===== src/rtl/whst_pkg.sv =====
// Package with constants for the wire hit separator and trigger block
package whst_pkg;
  // Channel counts
  localparam int unsigned NUM_WIRES = 24;
  localparam int unsigned NUM_PAIRS = NUM_WIRES / 2;
  // Clock
  localparam int unsigned CLK_PERIOD_NS = 20;
  // Separator rearm time and its cycle count (longest time, rounded down)
  localparam int unsigned REARM_NS = 60;
  localparam int unsigned REARM_CYC = (REARM_NS / CLK_PERIOD_NS) < 1 ? 1 : (REARM_NS / CLK_PERIOD_NS);
  // Minimum discriminator pulse width and its cycle count (least time, rounded up)
  localparam int unsigned DISC_MIN_NS = 40;
  localparam int unsigned DISC_CYC = (DISC_MIN_NS + CLK_PERIOD_NS - 1) / CLK_PERIOD_NS;
  // Maximum drift time and its cycle count
  localparam int unsigned DRIFT_NS = 800;
  localparam int unsigned DRIFT_CYC = (DRIFT_NS / CLK_PERIOD_NS) < 1 ? 1 : (DRIFT_NS / CLK_PERIOD_NS);
  // Counter widths
  localparam int unsigned SEP_CW = 3;
  localparam int unsigned OS_CW = 7;
  // Enable register reset value and counter load values
  localparam logic [NUM_WIRES-1:0] CHAN_EN_RESET = 24'hFFFFFF;
  localparam logic [SEP_CW-1:0] SEP_CNT_LOAD = SEP_CW'(REARM_CYC);
  localparam logic [SEP_CW-1:0] DISC_CNT_LOAD = SEP_CW'(DISC_CYC);
  localparam logic [OS_CW-1:0] OS_CNT_LOAD = OS_CW'(DRIFT_CYC);
  // Separator pair state
  typedef enum logic [2:0]
  {
    WHST_ARMED = 3'h1,
    WHST_HELD = 3'h2,
    WHST_WAIT_IDLE = 3'h4
  } whst_sep_e;
endpackage


===== src/rtl/whst_top.sv =====
// Wire hit separator, discriminator stretcher and trigger one-shots
// Contract
// - Per pair, only the earlier wire latches; the other is locked out.
// - Both separator latches of a pair clear 60 ns after an output.
// - A later hit within the 60 ns resolution gives no trigger output.
// - Each discriminator pulse to the time digitizer lasts at least 40 ns.
// - Separator outputs fire retriggerable one-shots; new winning pulses restart full width.
// - One-shot output lasts the maximum drift time.
// - A channel enable register enables or disables each of 24 wires.
`timescale 1ns/1ps
`default_nettype none
module whst_top
(
  // Clock, reset, enable
  input wire logic mclk_i,
  input wire logic reset_n_i,
  input wire logic clk_en_i,
  // Discriminator pulses from the wire channels
  input wire logic [whst_pkg::NUM_WIRES-1:0] wire_hit_i,
  // Channel enable load from the control card
  input wire logic chan_en_we_i,
  input wire logic [whst_pkg::NUM_WIRES-1:0] chan_en_data_i,
  // Outputs
  output logic [whst_pkg::NUM_WIRES-1:0] chan_en_o,
  output logic [whst_pkg::NUM_WIRES-1:0] sep_hit_o,
  output logic [whst_pkg::NUM_WIRES-1:0] tdc_pulse_o,
  output logic [whst_pkg::NUM_WIRES-1:0] trig_o
);

  localparam int unsigned NW = whst_pkg::NUM_WIRES;
  localparam int unsigned NP = whst_pkg::NUM_PAIRS;

  // All state of the block but the reset synchroniser in one record
  // Pair p is made of wires 2p and 2p+1
  typedef struct packed
  {
    // First synchroniser stage of each wire pin
    logic [NW-1:0] sync1;
    // Second synchroniser stage, the only stage logic reads
    logic [NW-1:0] sync2;
    // Previous second-stage level, for edge detection
    logic [NW-1:0] last;
    // Channel enable register, one bit per wire
    logic [NW-1:0] chan_en;
    // Separator latches, the winning wire's high while its pair is held
    logic [NW-1:0] latch;
    // One-cycle winning pulse that fires the one-shot
    logic [NW-1:0] sep_out;
    // Stretched pulse towards the time digitiser
    logic [NW-1:0] tdc;
    // One-shot levels towards the control card
    logic [NW-1:0] trig;
    // Arm state of each pair
    whst_pkg::whst_sep_e [NP-1:0] pstate;
    // Rearm down counter of each pair
    logic [NP-1:0][whst_pkg::SEP_CW-1:0] rearm_cnt;
    // Minimum width down counter of each wire
    logic [NW-1:0][whst_pkg::SEP_CW-1:0] disc_cnt;
    // Drift time down counter of each wire
    logic [NW-1:0][whst_pkg::OS_CW-1:0] os_cnt;
  } whst_state_s;

  // Reset release stages and the released copy
  logic [1:0] rst_sync_r;
  logic rst_n;

  // Registered state and its next value
  whst_state_s st_r;
  whst_state_s st_nxt;

  // Reset release through two flip-flops
  // Assertion stays asynchronous; release is aligned to the clock
  always_ff @(posedge mclk_i or negedge reset_n_i)
  begin
    if (!reset_n_i)
      rst_sync_r <= 2'h0;
    else
      rst_sync_r <= {rst_sync_r[0], 1'h1};
  end
  assign rst_n = rst_sync_r[1];

  // Rising edge of a synchronised, enabled wire pulse
  // The edge reference resets low, like an idle wire, so no false edge
  function automatic logic rise(input logic cur, input logic prev, input logic en);
    rise = cur & ~prev & en;
  endfunction

  // Minimum width stretcher: reload on a new edge, else count to zero
  function automatic logic [whst_pkg::SEP_CW-1:0] disc_step(input logic hit,
    input logic [whst_pkg::SEP_CW-1:0] cnt);
    if (hit)
      disc_step = whst_pkg::DISC_CNT_LOAD;
    else if (cnt != '0)
      disc_step = cnt - whst_pkg::SEP_CW'(1);
    else
      disc_step = '0;
  endfunction

  // Drift one-shot: a winning pulse restarts the full width
  // Retrigger matters when a second hit falls inside one drift time
  function automatic logic [whst_pkg::OS_CW-1:0] os_step(input logic fire,
    input logic [whst_pkg::OS_CW-1:0] cnt);
    if (fire)
      os_step = whst_pkg::OS_CNT_LOAD;
    else if (cnt != '0)
      os_step = cnt - whst_pkg::OS_CW'(1);
    else
      os_step = '0;
  endfunction

  // Next state of all channels and pairs
  always_comb
  begin
    logic ea;
    logic eb;
    ea = 1'h0;
    eb = 1'h0;
    st_nxt = st_r;

    // Two-stage synchroniser and edge reference
    st_nxt.sync1 = wire_hit_i;
    st_nxt.sync2 = st_r.sync1;
    st_nxt.last = st_r.sync2;

    // Channel enable load from the control card
    if (chan_en_we_i)
      st_nxt.chan_en = chan_en_data_i;

    // First-arrival separator of each pair
    for (int p = 0; p < NP; p++)
    begin
      // Disabled wires never produce an edge
      ea = rise(st_r.sync2[2*p], st_r.last[2*p], st_r.chan_en[2*p]);
      eb = rise(st_r.sync2[2*p+1], st_r.last[2*p+1], st_r.chan_en[2*p+1]);
      st_nxt.sep_out[2*p] = 1'h0;
      st_nxt.sep_out[2*p+1] = 1'h0;
      unique case (st_r.pstate[p])
        whst_pkg::WHST_ARMED:
        begin
          // First arrival wins; a tie goes to the even wire
          // Each latch locks the other out, as cross-coupled flops would
          if (ea || eb)
          begin
            st_nxt.latch[2*p] = ea;
            st_nxt.latch[2*p+1] = eb & ~ea;
            st_nxt.sep_out[2*p] = ea;
            st_nxt.sep_out[2*p+1] = eb & ~ea;
            st_nxt.rearm_cnt[p] = whst_pkg::SEP_CNT_LOAD;
            st_nxt.pstate[p] = whst_pkg::WHST_HELD;
          end
        end
        whst_pkg::WHST_HELD:
        begin
          // Later hits ignored until the rearm time expires
          // A second track inside this time is lost for the trigger
          if (st_r.rearm_cnt[p] <= whst_pkg::SEP_CW'(1))
          begin
            st_nxt.latch[2*p] = 1'h0;
            st_nxt.latch[2*p+1] = 1'h0;
            st_nxt.rearm_cnt[p] = '0;
            st_nxt.pstate[p] = whst_pkg::WHST_ARMED;
          end
          else
          begin
            st_nxt.rearm_cnt[p] = st_r.rearm_cnt[p] - whst_pkg::SEP_CW'(1);
          end
        end
        default:
        begin
          // Unused or corrupt code: clear the pair and rearm
          st_nxt.pstate[p] = whst_pkg::WHST_ARMED;
          st_nxt.latch[2*p] = 1'h0;
          st_nxt.latch[2*p+1] = 1'h0;
          st_nxt.rearm_cnt[p] = '0;
        end
      endcase
    end

    // Per-wire stretcher and one-shot
    for (int w = 0; w < NW; w++)
    begin
      // Discriminator pulse stretched to its minimum width
      st_nxt.disc_cnt[w] = disc_step(rise(st_r.sync2[w], st_r.last[w], st_r.chan_en[w]),
        st_r.disc_cnt[w]);
      // A long input pulse keeps the digitiser line high as well
      st_nxt.tdc[w] = (st_nxt.disc_cnt[w] != '0) | (st_r.sync2[w] & st_r.chan_en[w]);

      // Retriggerable drift-time one-shot
      st_nxt.os_cnt[w] = os_step(st_r.sep_out[w], st_r.os_cnt[w]);
      // Output high while the count is nonzero
      st_nxt.trig[w] = st_nxt.os_cnt[w] != '0;
    end
  end

  // State register
  // The clock enable freezes every field, synchronisers included
  always_ff @(posedge mclk_i or negedge rst_n)
  begin
    if (!rst_n)
    begin
      st_r <= '0;
      st_r.chan_en <= whst_pkg::CHAN_EN_RESET;
      for (int p = 0; p < NP; p++)
        st_r.pstate[p] <= whst_pkg::WHST_ARMED;
    end
    else if (clk_en_i)
    begin
      st_r <= st_nxt;
    end
  end

  // Outputs straight from the state register
  assign chan_en_o = st_r.chan_en;
  assign sep_hit_o = st_r.latch;
  assign tdc_pulse_o = st_r.tdc;
  assign trig_o = st_r.trig;

endmodule
`default_nettype wire


===== config.mk =====
export PLATFORM = sky130hd
export DESIGN_NAME = whst_top
export DESIGN_NICKNAME = d
export VERILOG_FILES = /design/src/rtl/whst_pkg.sv /design/src/rtl/whst_top.sv
export SDC_FILE = /design/constraint.sdc
export NUM_CORES = 1
export LEC_CHECK = 0
export BUFFER_PORTS_ARGS = -buffer_cell sky130_fd_sc_hd__buf_2
export CORE_ASPECT_RATIO = 0.75
export CORE_UTILIZATION = 65
export CTS_CLUSTER_SIZE = 25
export DETAILED_ROUTE_END_ITERATION = 10
export HOLD_SLACK_MARGIN = 0.15
export PLACE_DENSITY = 0.86
export SKIP_LAST_GASP = 1
export SYNTH_ARGS = -nofsm -noshare
export SYNTH_HDL_FRONTEND = slang
export SYNTH_SLANG_ARGS = --single-unit

===== constraint.sdc =====
create_clock -name mclk_i -period 33.3 [get_ports mclk_i]
set_clock_uncertainty 0.05 [all_clocks]
set_input_delay 8.325 -clock mclk_i [delete_from_list [all_inputs] [get_ports mclk_i]]
set_output_delay 8.325 -clock mclk_i [all_outputs]
set_load 0.01 [all_outputs]

==> results of run 1 <==
[area by class of cell]
| class | instances | area, um^2 | share of cell area |
|---|---|---|---|
| clock inverters | 20 | 300.3 | 0.01097 |
| repair buffers | 159 | 848.3 | 0.03100 |
| multi-input cells | 1707 | 11300 | 0.4128 |
| clock buffers | 67 | 1381 | 0.05048 |
| well taps | 512 | 640.6 | 0.02341 |
| flip-flops and latches | 494 | 12410 | 0.4535 |
| inverters | 129 | 486.7 | 0.01779 |
[state kept, by name, summed over array words and instances (netlist names)]
register and cells:
sep_hit_o 24, rst_sync_r 2, trig_o 24, st_r 348, st_nxt 48, tdc_pulse_o 24, chan_en_o 24
[synthesized netlist by cell type (16+ instances only)]
| master | count | share of area |
|---|---|---|
| mux2i_1 | 47 | 0.019 |
| dfrtp_1 | 458 | 0.45 |
| o2bb2ai_1 | 18 | 0.0063 |
| ha_1 | 96 | 0.048 |
| or3_1 | 42 | 0.010 |
| o31ai_1 | 40 | 0.012 |
| nor3_1 | 79 | 0.016 |
| nand3_1 | 31 | 0.0062 |
| o21bai_1 | 17 | 0.0051 |
| a22o_1 | 38 | 0.013 |
| a21oi_1 | 81 | 0.016 |
| xnor2_1 | 25 | 0.0087 |
| o22ai_1 | 21 | 0.0052 |
| inv_1 | 129 | 0.019 |
| nand2_1 | 189 | 0.028 |
| o21ai_0 | 243 | 0.048 |
| nand3b_1 | 16 | 0.0048 |
| dfstp_2 | 36 | 0.038 |
| and2_1 | 22 | 0.0055 |
| nor4_1 | 20 | 0.0050 |
| buf_1 | 21 | 0.0031 |
| mux2_2 | 139 | 0.062 |
| a31oi_1 | 56 | 0.014 |
| or2_2 | 19 | 0.0047 |
| nor2b_1 | 22 | 0.0055 |
| buf_4 | 96 | 0.029 |
| o41ai_1 | 22 | 0.0076 |
| clkbuf_1 | 50 | 0.0074 |
| nor2_1 | 217 | 0.032 |
| nand2b_1 | 58 | 0.014 |
[final timing paths]
kind | startpoint | endpoint | slack (ns) | cells after the start
worst max-delay path | clk_en_i | st_r[158]$_DFFE_PN0P_ | 21.78 | 6
worst min-delay path | rst_sync_r[0]$_DFF_PN0_ | rst_sync_r[1]$_DFF_PN0_ | 0.31 | 0
worst max register to register | st_r[303]$_DFFE_PN1P_ | sep_hit_o[19]$_DFFE_PN0P_ | 30.88 | 5
worst min register to register | rst_sync_r[0]$_DFF_PN0_ | rst_sync_r[1]$_DFF_PN0_ | 0.31 | 0
max in group asynchronous | reset_n_i | rst_sync_r[1]$_DFF_PN0_ | 25.62 | 1
min in group asynchronous | rst_sync_r[1]$_DFF_PN0_ | st_r[443]$_DFFE_PN0P_ | 0.37 | 0
[stage by stage]
step | worst slack [ns] | power (W)
2_1_floorplan | 18.52 | 0.001460
3_3_place_gp | 21.33 | 0.001562
3_5_place_dp | 21.18 | 0.001622
4_1_cts | 21.77 | 0.002214
5_1_grt | 21.42 | 0.002354
6_report | 21.78 | 0.002214
[power groups by stage]
stage / clock, W / combinational, W / sequential [W]
after detailed placement: 0 / 0.000680 / 0.000943
after floorplan: 0 / 0.000559 / 0.000900
after global routing: 0.000607 / 0.000780 / 0.000967
after CTS: 0.000584 / 0.000693 / 0.000937
final: 0.000577 / 0.000696 / 0.000942
after global placement: 0 / 0.000631 / 0.000931
[routing by layer]
layer	vias up	GRT usage	wire length (um)
met2	571	0.4581	26800
met4	0	0.08944	1352
met1	9487	0.3913	23990
li1	8879	-	-
met5	-	0	0
met3	120	0.04106	2922
[worst reg2reg max path: stages, from the launching register on]
cell and delay, ns:
dfstp_2 0.53, ha_1 0.27, nand2_1 0.11, o21ai_0 0.66, nand2b_1 0.31, mux2_2 0.37
[cells by family after synthesis]
kind of cell               count (synthesis)  share of synthesized area
buffers and inverters                    305                    0.06013
adders and majority gates                 96                    0.04763
muxes                                    186                    0.08072
AOI/OAI and AO/OA                        618                     0.1545
other                                      1                  0.0001487
and+or+nand+nor                          771                     0.1527
DFF                                      494                     0.4919
xor gates and xnor gates                  35                    0.01215
==> metrics.md, run 1 <==
| Metric | Value |
|---|---|
| Status | completed |
| Die ar. | between 30000 and 40000 um^2 |
| Remaining antenna violation count | 0 |
| Clock sink count | approximately 500 |
| Tcrit/Tclk final | 0.3461 |
| Post-route non-filler standard cell count | 3088 |
| Initial antenna violation count | 0 |
| Final Routed Wirelength | between 50 and 60 mm |
| FP Rows | 62 |
| Sequential power share | 0.426 |
| Post-synth EDFFs | 0 |
| CP arrival | between 10 and 15 ns |
| 1st-pass router iterations | 7 |
| CP Launch Type | input pin |
| # hold bufs at CTS | 0 |
| #FFs+latches synth | roughly 500 |
| Crit path kind | in2reg |
| DR vias/cell | 6.171 |
| Min Tclk post-route | 11.52 ns |
| Post-CTS Resized | 0 |
| Worst-Skew Late Latency | between 0.5 and 0.6 ns |
| Die width | approximately 230 um |
| Nets | between 2000 and 3000 |
| CTS tree | yes |
| Filler Cells Inserted | ~2500 |
| Total core area | 38240 um^2 |
| Comb pwr share | 0.314 |
| Final setup TNS | 0 ns |
| Syn Std Cell Area | roughly 25000 um^2 |
| Worst path max stage delay | about 0.9 ns |
| Synth Warn # | 0 |
| DP Area | between 20000 and 30000 um^2 |
| Sw frac | 0.3607 |
| CP dominant cell by count | buf_4 |
| Final hold slack | ~0.31 ns |
| Max-slew violation count | 0 |
| Clock Power Share | 0.260 |
| Slew headroom | 0.3509 |
| Area Overhead vs Synth | 8.503% |
| Worst-margin pin slew | around 0.97 ns |
| H-tree depth | 2 |
| DR DRC count | 0 |
| Largest net degree at the start of global routing | between 150 and 200 |
| Net Switching | 0.0007986 W |
| RSZ-0062 raised after global routing | no |
| Most used DFF post-synth | dfrtp_1 |
| CP endpoint kind | flip-flop |
| Maximum clock path buffer count | 3 |
| # setup viols final | 0 |
| Cell internal pwr | between 0.001 and 0.0015 W |
| Initial Utilization | 0.6595 |
| N_diodes | 0 |
| Finished Cell Area | between 20000 and 30000 um^2 |
| Share of cells above drive strength 1 | 0.1770 |
| Required @ worst endpoint | ~34 ns |
| Die span in y | between 150 and 200 um |
| Vias in the first global route | between 15000 and 20000 |
| Post-synthesis sequential area ratio | 0.4919 |
| Clock transition at path regs | 0.06 ns |
| Worst path cell trace | buf_8 -> buf_4 -> buf_4 -> buf_4 -> nand3_1 -> o41ai_1 |
| Hold crit path type | reg2reg |
| MaxCap Viol Count | 0 |
| Syn_area_per_cell | 10.06 um^2 |
| Placed insts | 3001 |
| Most frequent cells in the layout | dfrtp_1 (457), o21ai_0 (243), nor2_1 (217) |
| CP bufs+invs | 4 |
| Yosys cell types | 67 |
| Setup Buffers After CTS | 0 |
| Synthesized instance count | ~2500 |
| CTS root buffer | clkbuf_16 |
| Commonest non-fill, non-tap cell in the layout | dfrtp_1 |
| Areal power density over the cells | 80.92 nW/um^2 |
| Worst-path maximum fanout | ~110 |
| Overall Global Routing Usage | 0.2812 |
| Final Util | 0.7155 |
| Num CTS Buffers | 47 |
| IO Pins | roughly 150 |
| Final Hold Vio Count | 0 |
| Fraction of registers with async set or reset after synthesis | 1.000 |
| Slowest CP cell | buf_4 |
| Crit path max-delay family | buffers and inverters |
| First DRT Iteration DRCs | between 1000 and 1500 |
| Fmax | roughly 0.087 GHz |
| Placer Congestion | approximately 0.9 |
| Max rail drop VDD | 0.04878 mV |
| Syn_nets | between 2000 and 3000 |
| First-pass GRT wire length | 93.25 mm |
| GR Overflow Total | 0 |
| DP Wirelength | 36.97 mm |
| Lkg Pwr | roughly 12 nW |
| PortBufs | around 150 |
| Via count | between 15000 and 20000 |
| Routed length per instance | between 15 and 20 um |
No activity file was read; power rests on OpenSTA's default activity.
==> run 2, diff against run 1 <==
ABC_AREA = 1   (was default)
CORE_UTILIZATION = 62   (was 65)
PLACE_DENSITY = 0.83   (was 0.86)
clock period = 11.2 ns   (was 33.3 ns; I/O delays follow)
==> run 2 against run 1 <==
Synthesized area is 6.7% higher. Sequential share of layout area fell by 2.5 points. Cell count increased by 31%. Final area up 5.8%. Critical path depth rose by 3. Core utilization is 3.4 points lower. Sequential cell count is the same. Global-route usage is 1.9 points lower. Setup slack worse by 15 ns.
==> metrics.md, run 2 <==
| Metric | Value |
|---|---|
| GR Overflow Total | 0 (unchanged) |
| First DRT Iteration DRCs | 1913 (+28%) |
| Most used DFF post-synth | dfrtp_1 |
| Clock Power Share | 0.229 (-0.031) |
| Num CTS Buffers | 48 (+2.1%) |
| Synthesized instance count | 3398 (+36%) |
| Yosys cell types | 41 (-39%) |
| Commonest non-fill, non-tap cell in the layout | nand2_1 |
| Via count | 22300 (+17%) |
| Cell taking the most area after synthesis | dfrtp_1 |
| Status | completed |
| Post-route non-filler standard cell count | 4037 (+31%) |
| Synth area leaders | dfrtp_1 (43%), nand2_1 (12%), inv_1 (6.2%) |
| CTS tree | yes |
| Post-synth EDFFs | 0 (unchanged) |
| Total core area | 42450 um^2 (+11%) |
| Net Switching | 0.002931 W (+270%) |
| 1st-pass router iterations | 5 (-2) |
| Hold crit path type | reg2reg |
| CP Launch Type | input pin |
| WHS Path Cells | 0 (unchanged) |
| Required @ worst endpoint | 11.61 ns (-22.09 ns) |
| Placed insts | 3948 (+32%) |
| Clock transition at path regs | 0.06 ns (about the same) |
| Most frequent cell after synthesis | nand2_1 |
| Worst-path maximum fanout | 184 (+74%) |
| Final setup TNS | 0 ns (unchanged) |
| # setup viols final | 0 (unchanged) |
| Cell depth of the worst flop-to-flop path | 3 (-2) |
| Most frequent cells after synthesis | nand2_1 (884), dfrtp_1 (458), inv_1 (445) |
| Die width | 242.5 um (+5.7%) |
| FP Rows | 65 (+4.8%) |
| Post-CTS Resized | 0 (unchanged) |
| MaxCap Viol Count | 0 (unchanged) |
| Max reg flops | 348 (unchanged) |
| Final Routed Wirelength | 57.52 mm (+4.5%) |
| N_diodes | 0 (unchanged) |
| Initial Utilization | 0.6337 (-0.02577) |
| Remaining antenna violation count | 0 (unchanged) |
| Pre-CTS setup slack | 5.758 ns (-15.42 ns) |
| Initial antenna violation count | 1 (+1) |
| Max rail drop VDD | 0.1736 mV (+260%) |
| H-tree depth | 2 (unchanged) |
| # hold bufs at CTS | 0 (unchanged) |
| CP arrival | 5.29 ns (-6.63 ns) |
| Vias in the first global route | 21260 (+12%) |
| IO Pins | 148 (unchanged) |
| Max-slew violation count | 0 (unchanged) |
| Slew headroom | 0.3444 (-0.006481) |
| Cell internal pwr | 0.004333 W (+210%) |
| Worst reg-to-reg setup slack | 8.39 ns (-22.49 ns) |
| Most frequent cells in the layout | nand2_1 (884), dfrtp_1 (457), inv_1 (445) |
| Syn_nets | 3546 (+34%) |
| Nets | 3577 (+33%) |
| Overall Global Routing Usage | 0.2626 (-0.01858) |
| Fmax | roughly 0.2 GHz |
| Fraction of registers with async set or reset after synthesis | 1.000 (unchanged) |
| Clock sink count | 494 (unchanged) |
| Worst-margin pin slew | 0.9834 ns (+0.009722 ns) |
| DP Wirelength | 39.33 mm (+6.4%) |
| Die span in y | 182.4 um (+5.7%) |
| Routed length per instance | 14.25 um (-20%) |
| DP Area | 27320 um^2 (+6.4%) |
| Largest Register | st_r |
| Final Util | 0.6819 (-0.03363) |
| Worst-Skew Late Latency | 0.58 ns (about the same) |
| Post-synthesis sequential area ratio | 0.4612 (-0.03075) |
| DR vias/cell | 5.523 (-11%) |
| Maximum clock path buffer count | 3 (unchanged) |
| DR DRC count | 0 (unchanged) |
| RSZ-0062 raised after global routing | no |
| Tcrit/Tclk final | 0.4359 |
| Placer Congestion | 0.8840 (-2.0%) |
| Sw frac | 0.4035 (+0.04280) |
| Final Hold Vio Count | 0 (unchanged) |
| Synth Warn # | 0 (unchanged) |
| Areal power density over the cells | 250.9 nW/um^2 (+210%) |
| Die ar. | 44240 um^2 (+12%) |
| PortBufs | 147 (unchanged) |
| Syn_area_per_cell | 7.917 um^2 (-21%) |
| Setup Buffers After CTS | 0 (unchanged) |
| Lkg Pwr | 14.73 nW (+19%) |
| CP endpoint kind | flip-flop |
| Share of cells above drive strength 1 | 0.1202 (-0.05678) |
| #FFs+latches synth | 494 (unchanged) |
| First-pass GRT wire length | 98.55 mm (+5.7%) |
| Crit path kind | in2reg |
| Area Overhead vs Synth | 7.609% |
| Comb pwr share | 0.381 (+0.067) |
| Largest net degree at the start of global routing | 185 (+11%) |
| Min Tclk post-route | 4.882 ns |
| Final worst setup slack | 6.318 ns (-15.46 ns) |
| Share of the synthesized area in the top cell type | 0.4260 (-0.02841) |
| Sequential power share | 0.390 (-0.036) |
| CTS root buffer | clkbuf_16 |
| Syn Std Cell Area | 26900 um^2 (+6.7%) |
| Finished Cell Area | 28950 um^2 (+5.8%) |
## run 2: power by group through the flow
stage	Combinational (W)	Clock [W]	Sequential, W
after CTS	0.00275	0.00169	0.00282
after global routing	0.00318	0.00177	0.00290
after detailed placement	0.00272	0	0.00284
after global placement	0.00255	0	0.00282
final	0.00277	0.00166	0.00283
after floorplan	0.00223	0	0.00274
## run 2: critical path, stage by stage
cell and delay, ns:
buf_8 0.48, clkinv_8 0.67, buf_4 0.62, nor2_1 0.24
nand2_1 0.08, inv_1 0.07, nand3_1 0.08, nand2_1 0.07
inv_1 0.03
## run 2: area by class of cell
type / instances / area (um^2)
tap: 569 / 711.9
fill: 3286 / 13500
inverter: 450 / 1702
clock inverter: 18 / 180.2
timing repair buffer: 155 / 843.3
multi-input combinational: 2280 / 11650
sequential: 494 / 12410
clock buffer: 71 / 1448
## run 2: cells by family after synthesis
group | count (synthesis) | synth area share
other | 1 | 0.0001394
buffers and inverters | 624 | 0.1056
XOR/XNOR | 23 | 0.007488
AO/OA/AOI/OAI | 502 | 0.1091
flip-flops | 494 | 0.4612
AND/OR/NAND/NOR | 1634 | 0.2618
multiplexers | 24 | 0.01005
adder cells (fa/ha/maj) | 96 | 0.04465
## run 2: per-layer routing
metal / wire length, um / vias up / part of all wire / GRT usage
li1: - / 10940 / - / -
met1: 27250 / 10650 / 0.47 / 0.3760
met2: 26000 / 608 / 0.45 / 0.4194
met3: 3159 / 98 / 0.055 / 0.04029
met4: 1102 / 2 / 0.019 / 0.06861
met5: 12 / - / 0.00021 / 0
## run 2: final timing paths
check / from / end
max: clk_en_i / trig_o[20]$_DFFE_PN0P_
min: rst_sync_r[0]$_DFF_PN0_ / rst_sync_r[1]$_DFF_PN0_
max reg2reg: rst_sync_r[1]$_DFF_PN0_ / sep_hit_o[19]$_DFFE_PN0P_
min reg2reg: rst_sync_r[0]$_DFF_PN0_ / rst_sync_r[1]$_DFF_PN0_
max in group asynchronous: rst_sync_r[1]$_DFF_PN0_ / sep_hit_o[19]$_DFFE_PN0P_
min in group asynchronous: rst_sync_r[1]$_DFF_PN0_ / st_r[273]$_DFFE_PN0P_
## run 2: stage by stage
stage,power (W),hold slack (ns)
2_1_floorplan,0.004970,0.2811
3_3_place_gp,0.005367,0.2899
3_5_place_dp,0.005561,0.2911
4_1_cts,0.007260,0.3063
5_1_grt,0.007852,0.3194
6_report,0.007264,0.3005
